[src/tic_pkg.sv]
/*
  Shared constants and types for the trap and interrupt controller.
  Assumes one 50 MHz instruction-cycle clock and an AXI4-Lite master.
*/
package tic_pkg;
  localparam int IRQ_N = 8;
  // Register byte offsets
  localparam logic [7:0] OFS_IC1   = 8'h00;
  localparam logic [7:0] OFS_IC2   = 8'h04;
  localparam logic [7:0] OFS_FLG   = 8'h08;
  localparam logic [7:0] OFS_ENA   = 8'h0c;
  localparam logic [7:0] OFS_PRI   = 8'h10;
  localparam logic [7:0] OFS_STACK_LIMIT_REG = 8'h14;
  localparam logic [7:0] OFS_SR    = 8'h18;
  localparam logic [7:0] OFS_CORE  = 8'h1c;
  localparam logic [7:0] OFS_RESET_CONTROL_REG  = 8'h20;
  // Field positions
  localparam int IC1_NST  = 15;
  localparam int IC1_MATH = 4;
  localparam int IC1_ADDR = 3;
  localparam int IC1_STK  = 2;
  localparam int IC1_OSC  = 1;
  localparam int IC2_ALT  = 15;
  localparam int CORE_TRP = 3;
  localparam int RESET_CONTROL_REG_TRC = 15;
  // Trap levels; pending bit i holds level LVL_SOFT+i
  localparam logic [3:0] LVL_SOFT = 4'hb;
  localparam logic [3:0] LVL_HARD = 4'hc;
  localparam logic [15:0] STK_FLOOR = 16'h0800;
  // Vector tables, in program words
  localparam logic [23:0] VEC_BASE = 24'h000004;
  localparam logic [23:0] ALT_OFS  = 24'h000040;
  localparam logic [4:0]  TRAP_SLOTS = 5'h08;
  localparam logic [1:0] RESP_OK  = 2'h0;
  localparam logic [1:0] RESP_ERR = 2'h2;

  typedef struct packed {
    logic [23:0] pc;
    logic [7:0]  status_low_byte;
    logic        trap_priority_flag;
  } tic_frame_t;

  typedef struct packed {
    logic [4:0]  flags;
    logic [63:0] w;
  } tic_shadow_t;

  typedef struct packed {
    logic        awr;
    logic        bv;
    logic [1:0]  bresp;
    logic        arr;
    logic        rv;
    logic [1:0]  rresp;
    logic [31:0] rdata;
    logic        nst;
    logic        st_math;
    logic        st_addr;
    logic        st_stk;
    logic        st_osc;
    logic        alt;
    logic [2:0]  ep;
    logic [IRQ_N-1:0] flg;
    logic [IRQ_N-1:0] ena;
    logic [3*IRQ_N-1:0] pri;
    logic [15:0] stack_limit_reg;
    logic [2:0]  cpu_priority_level;
    logic [4:0]  sflags;
    logic        trapf;
    logic        reset_control_reg_tr;
    logic [3:0]  tpend;
    logic        hard_wait;
    logic        isr_act;
    logic [2:0]  ext_q;
    logic        take;
    logic [23:0] vec;
    logic        push;
    tic_frame_t  frame;
    logic        wake;
    logic        rst_req;
    tic_shadow_t shadow;
    logic [63:0] shw;
  } tic_state_t;
endpackage

[src/tic_ctrl.sv]
/*
  Trap and interrupt controller: trap detection and conflict reset,
  interrupt flag sampling and priority arbitration, frame push/pop,
  vector table select, shadow context and external edge requests.
  Assumes core strobes are one-cycle pulses synchronous to sys_clk_i.
*/
// Local design decisions: the register offsets and register access over AXI4-Lite.
// Functional notes
// - Stack pointer above limit raises stack trap
// - Stack pointer below 0x0800 raises stack trap
// - Oscillator failure raises oscillator trap
// - Levels 8-11 soft, math trap level 11
// - Levels 12-15 hard: address, stack, oscillator
// - Hard trap blocks execution until acknowledged
// - Lower hard trap under higher one conflicts
// - Conflict resets device, sets bit 15 flag
// - Simultaneous traps resolve by fixed priority
// - Event flags sampled every cycle, one pending
// - Only enabled requests may interrupt
// - Interrupt only above current processor priority
// - Push PC and status low byte
// - Load new priority, masking lower requests
// - Trap flag clear for interrupts, set traps
// - Return pops PC and status, restoring state
// - Alternate select uses alternate vector table
// - One-level shadow of flags and W0-W3
// - External requests edge sensitive, per polarity
// - Enabled request wakes from Sleep or Idle; code wakes only when a request is taken, above the current priority
// - Priority seven without trap masks all interrupts
module tic_ctrl
  import tic_pkg::*;
(
  // Clock, reset, enable
  input  wire logic              sys_clk_i,
  input  wire logic              rst_i,
  input  wire logic              ce_i,
  // AXI4-Lite slave
  input  wire logic [7:0]        s_axi_awaddr_i,
  input  wire logic              s_axi_awvalid_i,
  output logic                   s_axi_awready_o,
  input  wire logic [31:0]       s_axi_wdata_i,
  input  wire logic [3:0]        s_axi_wstrb_i,
  input  wire logic              s_axi_wvalid_i,
  output logic                   s_axi_wready_o,
  output logic [1:0]             s_axi_bresp_o,
  output logic                   s_axi_bvalid_o,
  input  wire logic              s_axi_bready_i,
  input  wire logic [7:0]        s_axi_araddr_i,
  input  wire logic              s_axi_arvalid_i,
  output logic                   s_axi_arready_o,
  output logic [31:0]            s_axi_rdata_o,
  output logic [1:0]             s_axi_rresp_o,
  output logic                   s_axi_rvalid_o,
  input  wire logic              s_axi_rready_i,
  // Event sources
  input  wire logic [IRQ_N-4:0]  irq_event_i,
  input  wire logic [2:0]        ext_request_i,
  input  wire logic              sp_load_i,
  input  wire logic [15:0]       sp_value_i,
  input  wire logic              osc_fail_i,
  input  wire logic              addr_err_i,
  input  wire logic              math_err_i,
  // Core handshake
  input  wire logic [23:0]       pc_i,
  input  wire logic              trap_ack_i,
  input  wire logic              return_from_isr_i,
  input  wire tic_frame_t        pop_frame_i,
  input  wire logic              sleep_i,
  input  wire logic              idle_i,
  input  wire logic              push_s_i,
  input  wire logic              pop_s_i,
  input  wire logic [63:0]       w_regs_i,
  // Core outputs
  output logic                   take_o,
  output logic [23:0]            vector_o,
  output logic                   frame_push_o,
  output tic_frame_t             frame_o,
  output logic                   stall_o,
  output logic                   wake_o,
  output logic                   self_reset_o,
  output logic [3:0]             cpu_priority_level_o,
  output logic [4:0]             status_flags_o,
  output logic [63:0]            shadow_w_o
);
  tic_state_t s;
  tic_state_t next_s;
  // Comb results kept visible for checks
  logic [IRQ_N-1:0] ev;
  logic [2:0]       ext_edge;
  logic [3:0]       t_ev;
  logic             conf;
  logic             take_trap;
  logic             take_irq;
  logic [2:0]       bp;
  logic [3:0]       cur4;

  function automatic logic [31:0] merge(input logic [31:0] old,
                                        input logic [31:0] d,
                                        input logic [3:0]  st);
    logic [31:0] m;
    m = {{8{st[3]}}, {8{st[2]}}, {8{st[1]}}, {8{st[0]}}};
    return (old & ~m) | (d & m);
  endfunction

  // Register read decode; the top bit flags a mapped offset
  function automatic logic [32:0] rd_reg(input tic_state_t q,
                                         input logic [7:0] a);
    logic [31:0] r;
    logic        h;
    r = '0;
    h = 1'b1;
    unique case (a)
      OFS_IC1:
      begin
        r[IC1_NST]  = q.nst;
        r[IC1_MATH] = q.st_math;
        r[IC1_ADDR] = q.st_addr;
        r[IC1_STK]  = q.st_stk;
        r[IC1_OSC]  = q.st_osc;
      end
      OFS_IC2:
      begin
        r[IC2_ALT] = q.alt;
        r[2:0]     = q.ep;
      end
      OFS_FLG:   r[IRQ_N-1:0] = q.flg;
      OFS_ENA:   r[IRQ_N-1:0] = q.ena;
      OFS_PRI:   r[3*IRQ_N-1:0] = q.pri;
      OFS_STACK_LIMIT_REG: r[15:0] = q.stack_limit_reg;
      OFS_SR:    r[7:0] = {q.cpu_priority_level, q.sflags};
      OFS_CORE:  r[CORE_TRP] = q.trapf;
      OFS_RESET_CONTROL_REG:  r[RESET_CONTROL_REG_TRC] = q.reset_control_reg_tr;
      default:   h = 1'b0;
    endcase
    return {h, r};
  endfunction

  // All next-state logic; hardware sets are applied after software
  // writes so an event in the clearing cycle is never lost
  always_comb
  begin
    logic [31:0] old;
    logic [31:0] wv;
    logic [31:0] rd;
    logic        hit;
    logic [3:0]  tl;
    logic [1:0]  ti;
    logic [4:0]  slot;
    logic [2:0]  bi;
    logic [3:0]  hi;
    old  = '0;
    wv   = '0;
    rd   = '0;
    hit  = 1'b1;
    tl   = '0;
    ti   = '0;
    slot = '0;
    bi   = '0;
    hi   = '0;
    bp   = '0;
    ev   = '0;
    ext_edge = '0;
    t_ev = '0;
    conf = 1'b0;
    next_s = s;
    next_s.awr = 1'b0;
    next_s.arr = 1'b0;
    next_s.take = 1'b0;
    next_s.push = 1'b0;
    next_s.wake = 1'b0;
    next_s.rst_req = 1'b0;
    cur4 = {s.trapf, s.cpu_priority_level};
    take_trap = 1'b0;
    take_irq = 1'b0;

    // Read channel: ready for one cycle, data captured in that cycle
    if (!s.arr && !s.rv && s_axi_arvalid_i)
      next_s.arr = 1'b1;
    if (s.arr)
    begin
      {hit, rd} = rd_reg(s, s_axi_araddr_i);
      next_s.rv = 1'b1;
      next_s.rdata = rd;
      next_s.rresp = hit ? RESP_OK : RESP_ERR;
    end
    if (s.rv && s_axi_rready_i)
      next_s.rv = 1'b0;

    // Write channel: address and data are taken together, so the
    // master may offer them in either order and simply waits
    if (!s.awr && !s.bv && s_axi_awvalid_i && s_axi_wvalid_i)
      next_s.awr = 1'b1;
    if (s.awr)
    begin
      {hit, old} = rd_reg(s, s_axi_awaddr_i);
      wv = merge(old, s_axi_wdata_i, s_axi_wstrb_i);
      next_s.bv = 1'b1;
      next_s.bresp = hit ? RESP_OK : RESP_ERR;
      unique case (s_axi_awaddr_i)
        OFS_IC1:
        begin
          next_s.nst     = wv[IC1_NST];
          next_s.st_math = wv[IC1_MATH];
          next_s.st_addr = wv[IC1_ADDR];
          next_s.st_stk  = wv[IC1_STK];
          next_s.st_osc  = wv[IC1_OSC];
        end
        OFS_IC2:
        begin
          next_s.alt = wv[IC2_ALT];
          next_s.ep  = wv[2:0];
        end
        OFS_FLG:   next_s.flg = wv[IRQ_N-1:0];
        OFS_ENA:   next_s.ena = wv[IRQ_N-1:0];
        OFS_PRI:   next_s.pri = wv[3*IRQ_N-1:0];
        OFS_STACK_LIMIT_REG: next_s.stack_limit_reg = wv[15:0];
        OFS_SR:
        begin
          next_s.cpu_priority_level    = wv[7:5];
          next_s.sflags = wv[4:0];
        end
        OFS_RESET_CONTROL_REG:  next_s.reset_control_reg_tr = wv[RESET_CONTROL_REG_TRC];
        // Trap flag is hardware owned; core control is read only
        default:   ;
      endcase
    end
    if (s.bv && s_axi_bready_i)
      next_s.bv = 1'b0;

    // External pins: polarity bit low picks rising edge, high falling
    for (int i = 0; i < 3; i++)
      ext_edge[i] = s.ep[i] ? (s.ext_q[i] && !ext_request_i[i])
                            : (!s.ext_q[i] && ext_request_i[i]);
    next_s.ext_q = ext_request_i;
    ev = {ext_edge, irq_event_i};
    next_s.flg = next_s.flg | ev;

    // Trap sources; status bits stay set until software clears them
    t_ev[0] = math_err_i;
    t_ev[1] = addr_err_i;
    t_ev[2] = sp_load_i && (sp_value_i > s.stack_limit_reg);
    t_ev[2] = t_ev[2] || (sp_load_i && sp_value_i < STK_FLOOR);
    t_ev[3] = osc_fail_i;
    if (t_ev[0])
      next_s.st_math = 1'b1;
    if (t_ev[1])
      next_s.st_addr = 1'b1;
    if (t_ev[2])
      next_s.st_stk = 1'b1;
    if (t_ev[3])
      next_s.st_osc = 1'b1;

    // Highest hard level already pending or in service
    if (s.trapf && cur4 >= LVL_HARD)
      hi = cur4;
    for (int i = 1; i < 4; i++)
      if (s.tpend[i] && (LVL_SOFT + 4'(i)) > hi)
        hi = LVL_SOFT + 4'(i);
    // A new hard trap below that level cannot be nested safely
    for (int i = 1; i < 4; i++)
      if (t_ev[i] && (LVL_SOFT + 4'(i)) < hi)
        conf = 1'b1;

    // Fixed priority: the highest pending trap wins, others wait
    for (int i = 0; i < 4; i++)
      if (s.tpend[i])
      begin
        ti = 2'(i);
        tl = LVL_SOFT + 4'(i);
      end
    take_trap = (s.tpend != 4'h0) && (tl > cur4);

    // Interrupt arbitration; equal priorities go to the lower index
    for (int i = 0; i < IRQ_N; i++)
      if (s.flg[i] && s.ena[i] && s.pri[3*i +: 3] > bp)
      begin
        bp = s.pri[3*i +: 3];
        bi = 3'(i);
      end
    // Level seven leaves nothing above it, so it masks all requests
    take_irq = !take_trap && (bp != 3'h0) && ({1'b0, bp} > cur4);
    if (s.nst && s.isr_act)
      take_irq = 1'b0;

    // Acknowledge releases the core; a later take may stall it again
    if (trap_ack_i)
      next_s.hard_wait = 1'b0;

    // Return restores the stacked priority and flags
    if (return_from_isr_i)
    begin
      next_s.cpu_priority_level     = pop_frame_i.status_low_byte[7:5];
      next_s.sflags  = pop_frame_i.status_low_byte[4:0];
      next_s.trapf   = pop_frame_i.trap_priority_flag;
      next_s.isr_act = (pop_frame_i.status_low_byte[7:5] != 3'h0) && !pop_frame_i.trap_priority_flag;
    end

    // Vectoring: push the frame, then raise the priority
    if (take_trap || take_irq)
    begin
      next_s.take = 1'b1;
      next_s.push = 1'b1;
      next_s.frame.pc   = pc_i;
      next_s.frame.status_low_byte  = {s.cpu_priority_level, s.sflags};
      next_s.frame.trap_priority_flag = s.trapf;
      if (take_trap)
        slot = {1'b0, tl - 4'h8};
      else
        slot = TRAP_SLOTS + {2'b00, bi};
      next_s.vec = VEC_BASE + {19'h0, slot} + (s.alt ? ALT_OFS : 24'h0);
      next_s.wake = sleep_i || idle_i;
    end
    if (take_trap)
    begin
      next_s.trapf = 1'b1;
      next_s.cpu_priority_level = tl[2:0];
      next_s.tpend[ti] = 1'b0;
      if (tl >= LVL_HARD)
        next_s.hard_wait = 1'b1;
    end
    if (take_irq)
    begin
      next_s.trapf = 1'b0;
      next_s.cpu_priority_level = bp;
      next_s.isr_act = 1'b1;
    end
    // New events after the clear so a repeat in that cycle survives
    next_s.tpend = next_s.tpend | t_ev;

    // Shadow context, one level deep
    if (push_s_i)
    begin
      next_s.shadow.flags = s.sflags;
      next_s.shadow.w = w_regs_i;
    end
    if (pop_s_i)
    begin
      next_s.sflags = s.shadow.flags;
      next_s.shw = s.shadow.w;
    end

    // Conflict: drop pending and in-service trap state, keep trap status bits, and ask the system for a reset
    if (conf)
    begin
      next_s.rst_req = 1'b1;
      next_s.reset_control_reg_tr = 1'b1;
      next_s.tpend = '0;
      next_s.hard_wait = 1'b0;
      next_s.trapf = 1'b0;
      next_s.cpu_priority_level = '0;
      next_s.isr_act = 1'b0;
      next_s.take = 1'b0;
      next_s.push = 1'b0;
    end

    // Reset; pins start at their present level so no false edge
    if (rst_i)
    begin
      next_s = '0;
      next_s.ext_q = ext_request_i;
    end
  end

  // State register; the enable freezes everything except reset
  always_ff @(posedge sys_clk_i)
  begin
    if (rst_i || ce_i)
      s <= next_s;
  end

  // Outputs come straight from the state flops
  assign s_axi_awready_o      = s.awr;
  assign s_axi_wready_o       = s.awr;
  assign s_axi_bvalid_o       = s.bv;
  assign s_axi_bresp_o        = s.bresp;
  assign s_axi_arready_o      = s.arr;
  assign s_axi_rvalid_o       = s.rv;
  assign s_axi_rdata_o        = s.rdata;
  assign s_axi_rresp_o        = s.rresp;
  assign take_o               = s.take;
  assign vector_o             = s.vec;
  assign frame_push_o         = s.push;
  assign frame_o              = s.frame;
  assign stall_o              = s.hard_wait;
  assign wake_o               = s.wake;
  assign self_reset_o         = s.rst_req;
  assign cpu_priority_level_o = {s.trapf, s.cpu_priority_level};
  assign status_flags_o       = s.sflags;
  assign shadow_w_o           = s.shw;

  // Stack bounds must leave the stack status set
  chk_stack_over:
    assert property (@(posedge sys_clk_i) disable iff (rst_i)
      ce_i && sp_load_i && sp_value_i > s.stack_limit_reg |=> s.st_stk)
    else $error("stack overflow not flagged");
  chk_stack_under:
    assert property (@(posedge sys_clk_i) disable iff (rst_i)
      ce_i && sp_load_i && sp_value_i < STK_FLOOR |=> s.st_stk)
    else $error("stack underflow not flagged");
  // Oscillator loss is recorded
  chk_osc_trap:
    assert property (@(posedge sys_clk_i) disable iff (rst_i)
      ce_i && osc_fail_i |=> s.st_osc)
    else $error("oscillator fail not flagged");
  // The top hard trap stalls the core
  chk_hard_stall:
    assert property (@(posedge sys_clk_i) disable iff (rst_i)
      ce_i && take_trap && s.tpend[3] && !conf |=> s.hard_wait && s.trapf)
    else $error("hard trap did not stall");
  // The stall holds until acknowledged
  chk_stall_hold:
    assert property (@(posedge sys_clk_i) disable iff (rst_i)
      ce_i && s.hard_wait && !trap_ack_i && !conf |=> s.hard_wait)
    else $error("stall dropped without acknowledge");
  // Conflict raises the reset and its status flag
  chk_conflict_rst:
    assert property (@(posedge sys_clk_i) disable iff (rst_i)
      ce_i && conf |=> s.rst_req && s.reset_control_reg_tr)
    else $error("conflict did not reset");
  // Only an enabled pending request is taken
  chk_irq_enable:
    assert property (@(posedge sys_clk_i) disable iff (rst_i)
      take_irq |-> (s.flg & s.ena) != '0)
    else $error("disabled request taken");
  // Interrupt raises priority with the trap flag clear
  chk_irq_level:
    assert property (@(posedge sys_clk_i) disable iff (rst_i)
      ce_i && take_irq |=> s.take && !s.trapf && s.cpu_priority_level == $past(bp))
    else $error("interrupt priority not loaded");
  // Level seven outside traps masks every request
  chk_mask_seven:
    assert property (@(posedge sys_clk_i) disable iff (rst_i)
      !s.trapf && s.cpu_priority_level == 3'h7 |-> !take_irq)
    else $error("request taken at level seven");
endmodule

[config.mk]
export PLATFORM = sky130hd
export DESIGN_NAME = tic_ctrl
export DESIGN_NICKNAME = d
export VERILOG_FILES = /design/src/tic_pkg.sv /design/src/tic_ctrl.sv
export SDC_FILE = /design/constraint.sdc
export NUM_CORES = 1
export LEC_CHECK = 0
export BUFFER_PORTS_ARGS = -buffer_cell sky130_fd_sc_hd__buf_4
export CELL_PAD_IN_SITES_DETAIL_PLACEMENT = 1
export CELL_PAD_IN_SITES_GLOBAL_PLACEMENT = 1
export CORE_MARGIN = 4
export CORE_UTILIZATION = 25
export CTS_BUF_LIST = sky130_fd_sc_hd__clkbuf_8
export CTS_CLUSTER_DIAMETER = 120
export DETAILED_ROUTE_END_ITERATION = 10
export PLACE_DENSITY_LB_ADDON = 0.08
export SLEW_MARGIN = 20
export SYNTH_ARGS = -nofsm -noshare
export SYNTH_HDL_FRONTEND = slang
export SYNTH_SLANG_ARGS = --single-unit
export TNS_END_PERCENT = 10
[constraint.sdc]
create_clock -name sys_clk_i -period 18 [get_ports sys_clk_i]
set_input_delay 0.9 -clock sys_clk_i [delete_from_list [all_inputs] [get_ports sys_clk_i]]
set_output_delay 0.9 -clock sys_clk_i [all_outputs]
set_load 0.1 [all_outputs]
==> results.toml, run 1 <==
[run_status]
status = "finished clean"

[pwr]
ir_drop_uv = 57.3
cellLeakagePower_nw = 7.62
pd_cells_mw_per_mm2 = 125

[placement]
globalplace.congestion = 0.796
portBuffers = 329
dpl_cell_area_mm2 = 0.0178
dpl_worst_slack_ns = 3.83
place.detailed.hpwl_um = 39800

[setup_path]
cpPeakStageDelay_ns = 0.87
worst_r2r_endpoint = "frame_o[7]$_SDFFCE_PP0P_"
critical_path_capture_point_type = "flip-flop"
crit_slowest_cell = "sky130_fd_sc_hd__a311o_1"
worst_path_most_repeated_cell = "sky130_fd_sc_hd__ha_1"
cp.required_ns = 18.34
timing.critical_path.from_type = "flip-flop"
worstSetupPathType = "flip-flop to flip-flop"
critical_path_buffers_and_inverters = 3
setup.reg_to_reg.worst_slack_ns = 3.88
critical_path_peak_fanout = 39
ff2ff_path_depth = 54
worstSetupEndpoint = "frame_o[7]$_SDFFCE_PP0P_"
crit_path_arrival_time_ns = 14.46
setup.worst_path.start = "s[261]$_SDFFCE_PP0P_"
worst_path_dominant_cell_family = "compound AO/OA/AOI/OAI gates"
regToRegStartpoint = "s[261]$_SDFFCE_PP0P_"
critical_path_cell_count = 54

[floorplan]
die_h_um = 257
start_util_pct = 25.2
std_cell_rows = 91
design.portCount = 391
core_mm2 = 0.0616
floorplan.die_area_mm2 = 0.0662
horizontal_extent_of_the_die_um = 257

[timing]
worst_pin_slew_ns = 1.09
min_period_ns = 14.12
fin_skew_ns = 0.0313
hold_viol_final = 0
rsz0062_at_grt = "false"
layout_worst_path_cycle_share_pct = 78.4
finalSetupTns_ns = 0
slew-limit-headroom_pct = 26.9
holdWs_ns = 0.450
number_of_slew_limit_violations_in_the_final_report = 0
setup_ws_ns = 3.88
max_freq_mhz = 70.8
timing.final.setup_violations = 0

[route]
drt-wirelength-per-cell_um = 22.0
detailedRoute.firstIterationViolations = 607
detailedRoute.firstPassIterationCount = 6
post-route-drc-count = 0
wl_um = 53800
antenna_violating_nets_post_route = 0
detail_route.vias_per_cell = 4.54
routed-via-count = 11100

[grt]
grt_pass1_vias = 12000
grt_pass1_wl_um = 78700
overflow = 0
number_of_antenna_violations_at_the_first_check_in_global_routing = 10
grt_util_met1_pct = 19.4
global_route.usage.met3_pct = 5.56
global_route.peak_usage_layer = "met2"
met2_global_route_usage_pct = 25.7
groute.usage.overall_pct = 15.7
grt_start_max_net_pins = 79

[yosys]
synth_top_cell_area_share_pct = 55.9
synth-warning-count = 0
yosys.cell_count.top_type = "sky130_fd_sc_hd__edfxtp_1"
synthTopCellsByCount = "sky130_fd_sc_hd__edfxtp_1, sky130_fd_sc_hd__buf_4, sky130_fd_sc_hd__nor2b_1"
portion_of_the_post_synthesis_area_used_by_sequential_elements_pct = 55.9
ys_ff_latch = 289
synth.cell_area_mm2 = 0.0155
ys_top_cells_by_area = "sky130_fd_sc_hd__edfxtp_1, sky130_fd_sc_hd__buf_4, sky130_fd_sc_hd__nor2b_1"
netlist-cell-type-count = 72
yosys.area.top_type = "sky130_fd_sc_hd__edfxtp_1"
synthFlopType = "sky130_fd_sc_hd__edfxtp_1"
synth.avg_cell_area_um2 = 11.3
postSynthCellCount = 1369
synth-edff-count = 289
postSynth.asyncResetShare_pct = 0

[job]
cap_violations = 0

[hold_path]
hold_class = "input pin to flip-flop"
holdPathStages = 1

[clock_network]
cts_tree = "yes"
insertion_delay_to_the_later_sink_of_the_worst_skew_pair_ns = 0.66
ctsLongestPathBuffers = 3
cts_hold_buf = 0
cts_setup_buffers = 0
numCtsBuffers = 55
cts_resized = 0
worst_setup_hold_path_clk_slew_ns = 0.06
cts_sinks = 289
cts_htree_levels = 2
ctsRootBufferMaster = "sky130_fd_sc_hd__clkbuf_8"

[layout]
drive_gt1_share_pct = 28.3
design_area_mm2 = 0.0188
area_growth_syn_to_layout_pct = 21.1
num-nets-final = 1818
[area by class of cell]
type	instances	area, um^2
fillers	6808	42800
flip-flops and latches	289	8680
multi-input cells	833	5330
repair buffers	345	2590
well taps	837	1050
clock buffers	55	757
clock inverters	36	216
inverters	46	173
diodes	8	20.0
[kinds of logic after synthesis]
group	synth area share, %
AND/OR/NAND/NOR	14.5
AO/OA/AOI/OAI	14.6
flip-flops	55.9
buffers and inverters	10.9
adder cells (fa/ha/maj)	2.66
multiplexers	1.36
other	0.0241
[metrics by stage]
| stage | cells | util, % | power (mW) |
|---|---|---|---|
| after floorplan | 1396 | - | 1.60 |
| after global placement | 2350 | 28.9 | 1.76 |
| after detailed placement | 2350 | 28.9 | 1.76 |
| after CTS | 2441 | 30.5 | 2.39 |
| after global routing | 2443 | 30.5 | 2.46 |
| final | 2449 | 30.5 | 2.35 |
[state kept, by name (all words and copies together) (netlist names), 4 cells and up]
register,cells
s,143
status_flags_o,5
shadow_w_o,64
cpu_priority_level_o,4
s_axi_rdata_o,24
frame_o,33
vector_o,6
[worst reg2reg max path: cells and delay by family (launching register included)]
| family | cells | cell delay [ns] |
|---|---|---|
| AND/OR/NAND/NOR | 20 | 3.72 |
| buffers and inverters | 3 | 0.48 |
| AO/OA/AOI/OAI | 20 | 5.72 |
| multiplexers | 3 | 1.14 |
| adder cells (fa/ha/maj) | 8 | 2.26 |
| flip-flops | 1 | 0.45 |
[layout by cell type (no fill, tap or decap), types with 29 or more instances in the layout]
cell,n
sky130_fd_sc_hd__nor2b_1,143
sky130_fd_sc_hd__nand2_1,69
sky130_fd_sc_hd__edfxtp_1,289
sky130_fd_sc_hd__clkbuf_8,55
sky130_fd_sc_hd__inv_1,57
sky130_fd_sc_hd__a22oi_1,29
sky130_fd_sc_hd__buf_4,344
sky130_fd_sc_hd__nand3_1,32
sky130_fd_sc_hd__o21ai_0,35
sky130_fd_sc_hd__a21oi_1,81
sky130_fd_sc_hd__o211a_1,31
sky130_fd_sc_hd__ha_1,33
sky130_fd_sc_hd__nor2_1,114
[how the worst min path moves through the flow]
stage | start | to | slack, ns
CTS | ext_request_i[0] | s[194]$_DFFE_PP_ | 0.37
detailed placement | s[66]$_SDFFCE_PP0P_ | shadow_w_o[2]$_SDFFCE_PP0P_ | 0.52
global placement | s[107]$_SDFFCE_PP0P_ | shadow_w_o[43]$_SDFFCE_PP0P_ | 0.51
global route | ext_request_i[2] | s[196]$_DFFE_PP_ | 0.38
floorplan | s[64]$_SDFFCE_PP0P_ | shadow_w_o[0]$_SDFFCE_PP0P_ | 0.51
finish | ext_request_i[0] | s[194]$_DFFE_PP_ | 0.45
[power by group]
part	internal (mW)	total (mW)	switching, mW	leakage, nW
Clock	0.312	0.609	0.297	0.542
Sequential	0.848	0.897	0.0494	2.98
Combinational	0.182	0.840	0.657	4.09
Total	1.34	2.35	1.00	7.62
[metal layers]
metal	share of wire, %	routed length [um]
met1	42	22500
met2	47	25300
met3	8.4	4510
met4	2.9	1540
met5	0.030	16
(Power assumes the default switching activity.)
==> run 2: changes to the inputs <==
- ABC_AREA: unset -> 1
- clock period: 18 -> 11.3 ns (I/O delays scaled with it)
==> results.toml, run 2 <==
[yosys]
synth.cell_area_mm2 = 0.0157
synthTopCellsByCount = "sky130_fd_sc_hd__inv_1, sky130_fd_sc_hd__edfxtp_1, sky130_fd_sc_hd__nor2_1"
postSynth.asyncResetShare_pct = 0
ys_ff_latch = 289
postSynthCellCount = 1584
synth.avg_cell_area_um2 = 9.94
synth-edff-count = 289
yosys.area.top_type = "sky130_fd_sc_hd__edfxtp_1"
portion_of_the_post_synthesis_area_used_by_sequential_elements_pct = 55.1
yosys.cell_count.top_type = "sky130_fd_sc_hd__inv_1"
synthFlopType = "sky130_fd_sc_hd__edfxtp_1"
synth-warning-count = 0
ys_top_cells_by_area = "sky130_fd_sc_hd__edfxtp_1, sky130_fd_sc_hd__buf_4, sky130_fd_sc_hd__inv_1"
netlist-cell-type-count = 48
synth_top_cell_area_share_pct = 55.1

[timing]
holdWs_ns = 0.107
slew-limit-headroom_pct = 17.6
rsz0062_at_grt = "false"
worst_pin_slew_ns = 1.23
finalSetupTns_ns = 0
setup_ws_ns = 1.14
layout_worst_path_cycle_share_pct = 89.9
timing.final.setup_violations = 0
hold_viol_final = 0
min_period_ns = 10.16
number_of_slew_limit_violations_in_the_final_report = 0
fin_skew_ns = 0.0412
max_freq_mhz = 98.4

[floorplan]
start_util_pct = 25.4
horizontal_extent_of_the_die_um = 259
design.portCount = 391
core_mm2 = 0.0621
floorplan.die_area_mm2 = 0.0670
die_h_um = 259
std_cell_rows = 91

[grt]
overflow = 0
grt_start_max_net_pins = 84
number_of_antenna_violations_at_the_first_check_in_global_routing = 10
grt_pass1_vias = 12000
grt_pass1_wl_um = 77600
groute.usage.overall_pct = 15.5

[layout]
num-nets-final = 2053
most_common_cell_after_layout_fill_and_taps_aside = "sky130_fd_sc_hd__buf_4"
largest_register = "s"
drive_gt1_share_pct = 28.1
design_area_mm2 = 0.0191
area_growth_syn_to_layout_pct = 21.5
max_ffs_per_register = 143
finalNonFillerCells = 2692
mostFrequentLayoutCells = "sky130_fd_sc_hd__buf_4, sky130_fd_sc_hd__inv_1, sky130_fd_sc_hd__edfxtp_1, sky130_fd_sc_hd__nor2_1, sky130_fd_sc_hd__nand2_1"
finalCoreUtilization_pct = 30.8

[setup_path]
regToRegStartpoint = "s[261]$_SDFFCE_PP0P_"
cp.required_ns = 11.61
crit_slowest_cell = "sky130_fd_sc_hd__edfxtp_1"
timing.critical_path.from_type = "flip-flop"
worstSetupPathType = "flip-flop to flip-flop"
critical_path_capture_point_type = "flip-flop"
setup.worst_path.start = "s[261]$_SDFFCE_PP0P_"
worstSetupEndpoint = "vector_o[2]$_SDFFCE_PP0P_"
ff2ff_path_depth = 60
setup.reg_to_reg.worst_slack_ns = 1.14
cpPeakStageDelay_ns = 0.44
crit_path_arrival_time_ns = 10.48
worst_r2r_endpoint = "vector_o[2]$_SDFFCE_PP0P_"
critical_path_peak_fanout = 39
worst_path_most_repeated_cell = "sky130_fd_sc_hd__o21ai_0"

[route]
detailedRoute.firstIterationViolations = 549
post-route-drc-count = 0
detail_route.vias_per_cell = 4.21
drt-wirelength-per-cell_um = 20.0
detailedRoute.firstPassIterationCount = 4
wl_um = 53900
routed-via-count = 11300
antenna_violating_nets_post_route = 0

[pwr]
p_sw_share_pct = 45.8
switching_power_mw = 1.85
relative_contribution_of_combinational_cells_to_total_power_pct = 40.0
internal-power_mw = 2.19
total_power_after_layout_mw = 4.04
sequentialPowerShare_pct = 35.5
pd_cells_mw_per_mm2 = 211
ir_drop_uv = 97.2
p_clk_share_pct = 24.5
cellLeakagePower_nw = 8.46

[job]
cap_violations = 0

[run_status]
status = "finished clean"

[clock_network]
cts_setup_buffers = 0
cts_htree_levels = 2
ctsRootBufferMaster = "sky130_fd_sc_hd__clkbuf_8"
cts_tree = "yes"
numCtsBuffers = 57
worst_setup_hold_path_clk_slew_ns = 0.06
insertion_delay_to_the_later_sink_of_the_worst_skew_pair_ns = 0.67
ctsLongestPathBuffers = 3
cts_sinks = 289

[hold_path]
hold_class = "input pin to flip-flop"
worst_hold_startpoint = "ext_request_i[0]"

[placement]
dpl_cell_area_mm2 = 0.0180
dpl_worst_slack_ns = 0.842
portBuffers = 329
globalplace.congestion = 0.822
place.detailed.hpwl_um = 39900
number_of_placed_instances_with_taps_included = 2581
run 2: metal layers:
metal | track usage [%] | share of wire, %
met3 | 5.48 | 7.7
met1 | 18.8 | 41
met2 | 25.9 | 48
met4 | 4.80 | 2.7
met5 | 0 | 0.11
run 2: cell families after synthesis:
logic type	share of synthesized area [%]
other	0.0238
adders and majority gates	2.62
DFF	55.1
buffers and inverters	17.0
and+or+nand+nor	16.5
AOI/OAI and AO/OA	8.75
run 2: area by class of cell:
type | count | area [um^2]
multi-input cells | 797 | 4570
diodes | 4 | 10.0
inverters | 322 | 1210
clock buffers | 57 | 785
well taps | 837 | 1050
fillers | 7100 | 42900
repair buffers | 338 | 2570
clock inverters | 48 | 255
flip-flops and latches | 289 | 8680
run 2: how the worst min path moves through the flow:
stage	endpoint	depth (start not counted)
3_3_place_gp	shadow_w_o[16]$_SDFFCE_PP0P_	2
4_1_cts	s[196]$_DFFE_PP_	1
3_5_place_dp	shadow_w_o[29]$_SDFFCE_PP0P_	2
6_report	s[194]$_DFFE_PP_	1
5_1_grt	s[196]$_DFFE_PP_	1
2_1_floorplan	shadow_w_o[0]$_SDFFCE_PP0P_	2
run 2: timing repair:
item | 4_1_cts | 5_1_grt
endpoints found under the hold margin | 0 | 0
setup endpoints to repair | 0 | 80
hold buffers | 0 | 0
gates resized for setup | 0 | 5
run 2: power groups by stage:
stage               sequential (mW)  clock (mW)  combinational (mW)
floorplan                      1.48           0                1.35
global placement               1.46           0                1.62
detailed placement             1.46           0                1.62
finish                         1.43       0.991                1.61
CTS                            1.44        1.05                1.63
global route                   1.45        1.10                1.71
run 2: worst max-delay path, delay by kind of cell, from the launching register on:
kind | cells | cell delay [ns]
DFF | 1 | 0.44
and+or+nand+nor | 28 | 2.76
AOI/OAI and AO/OA | 15 | 3.26
adders and majority gates | 8 | 2.39
buffers and inverters | 9 | 0.94
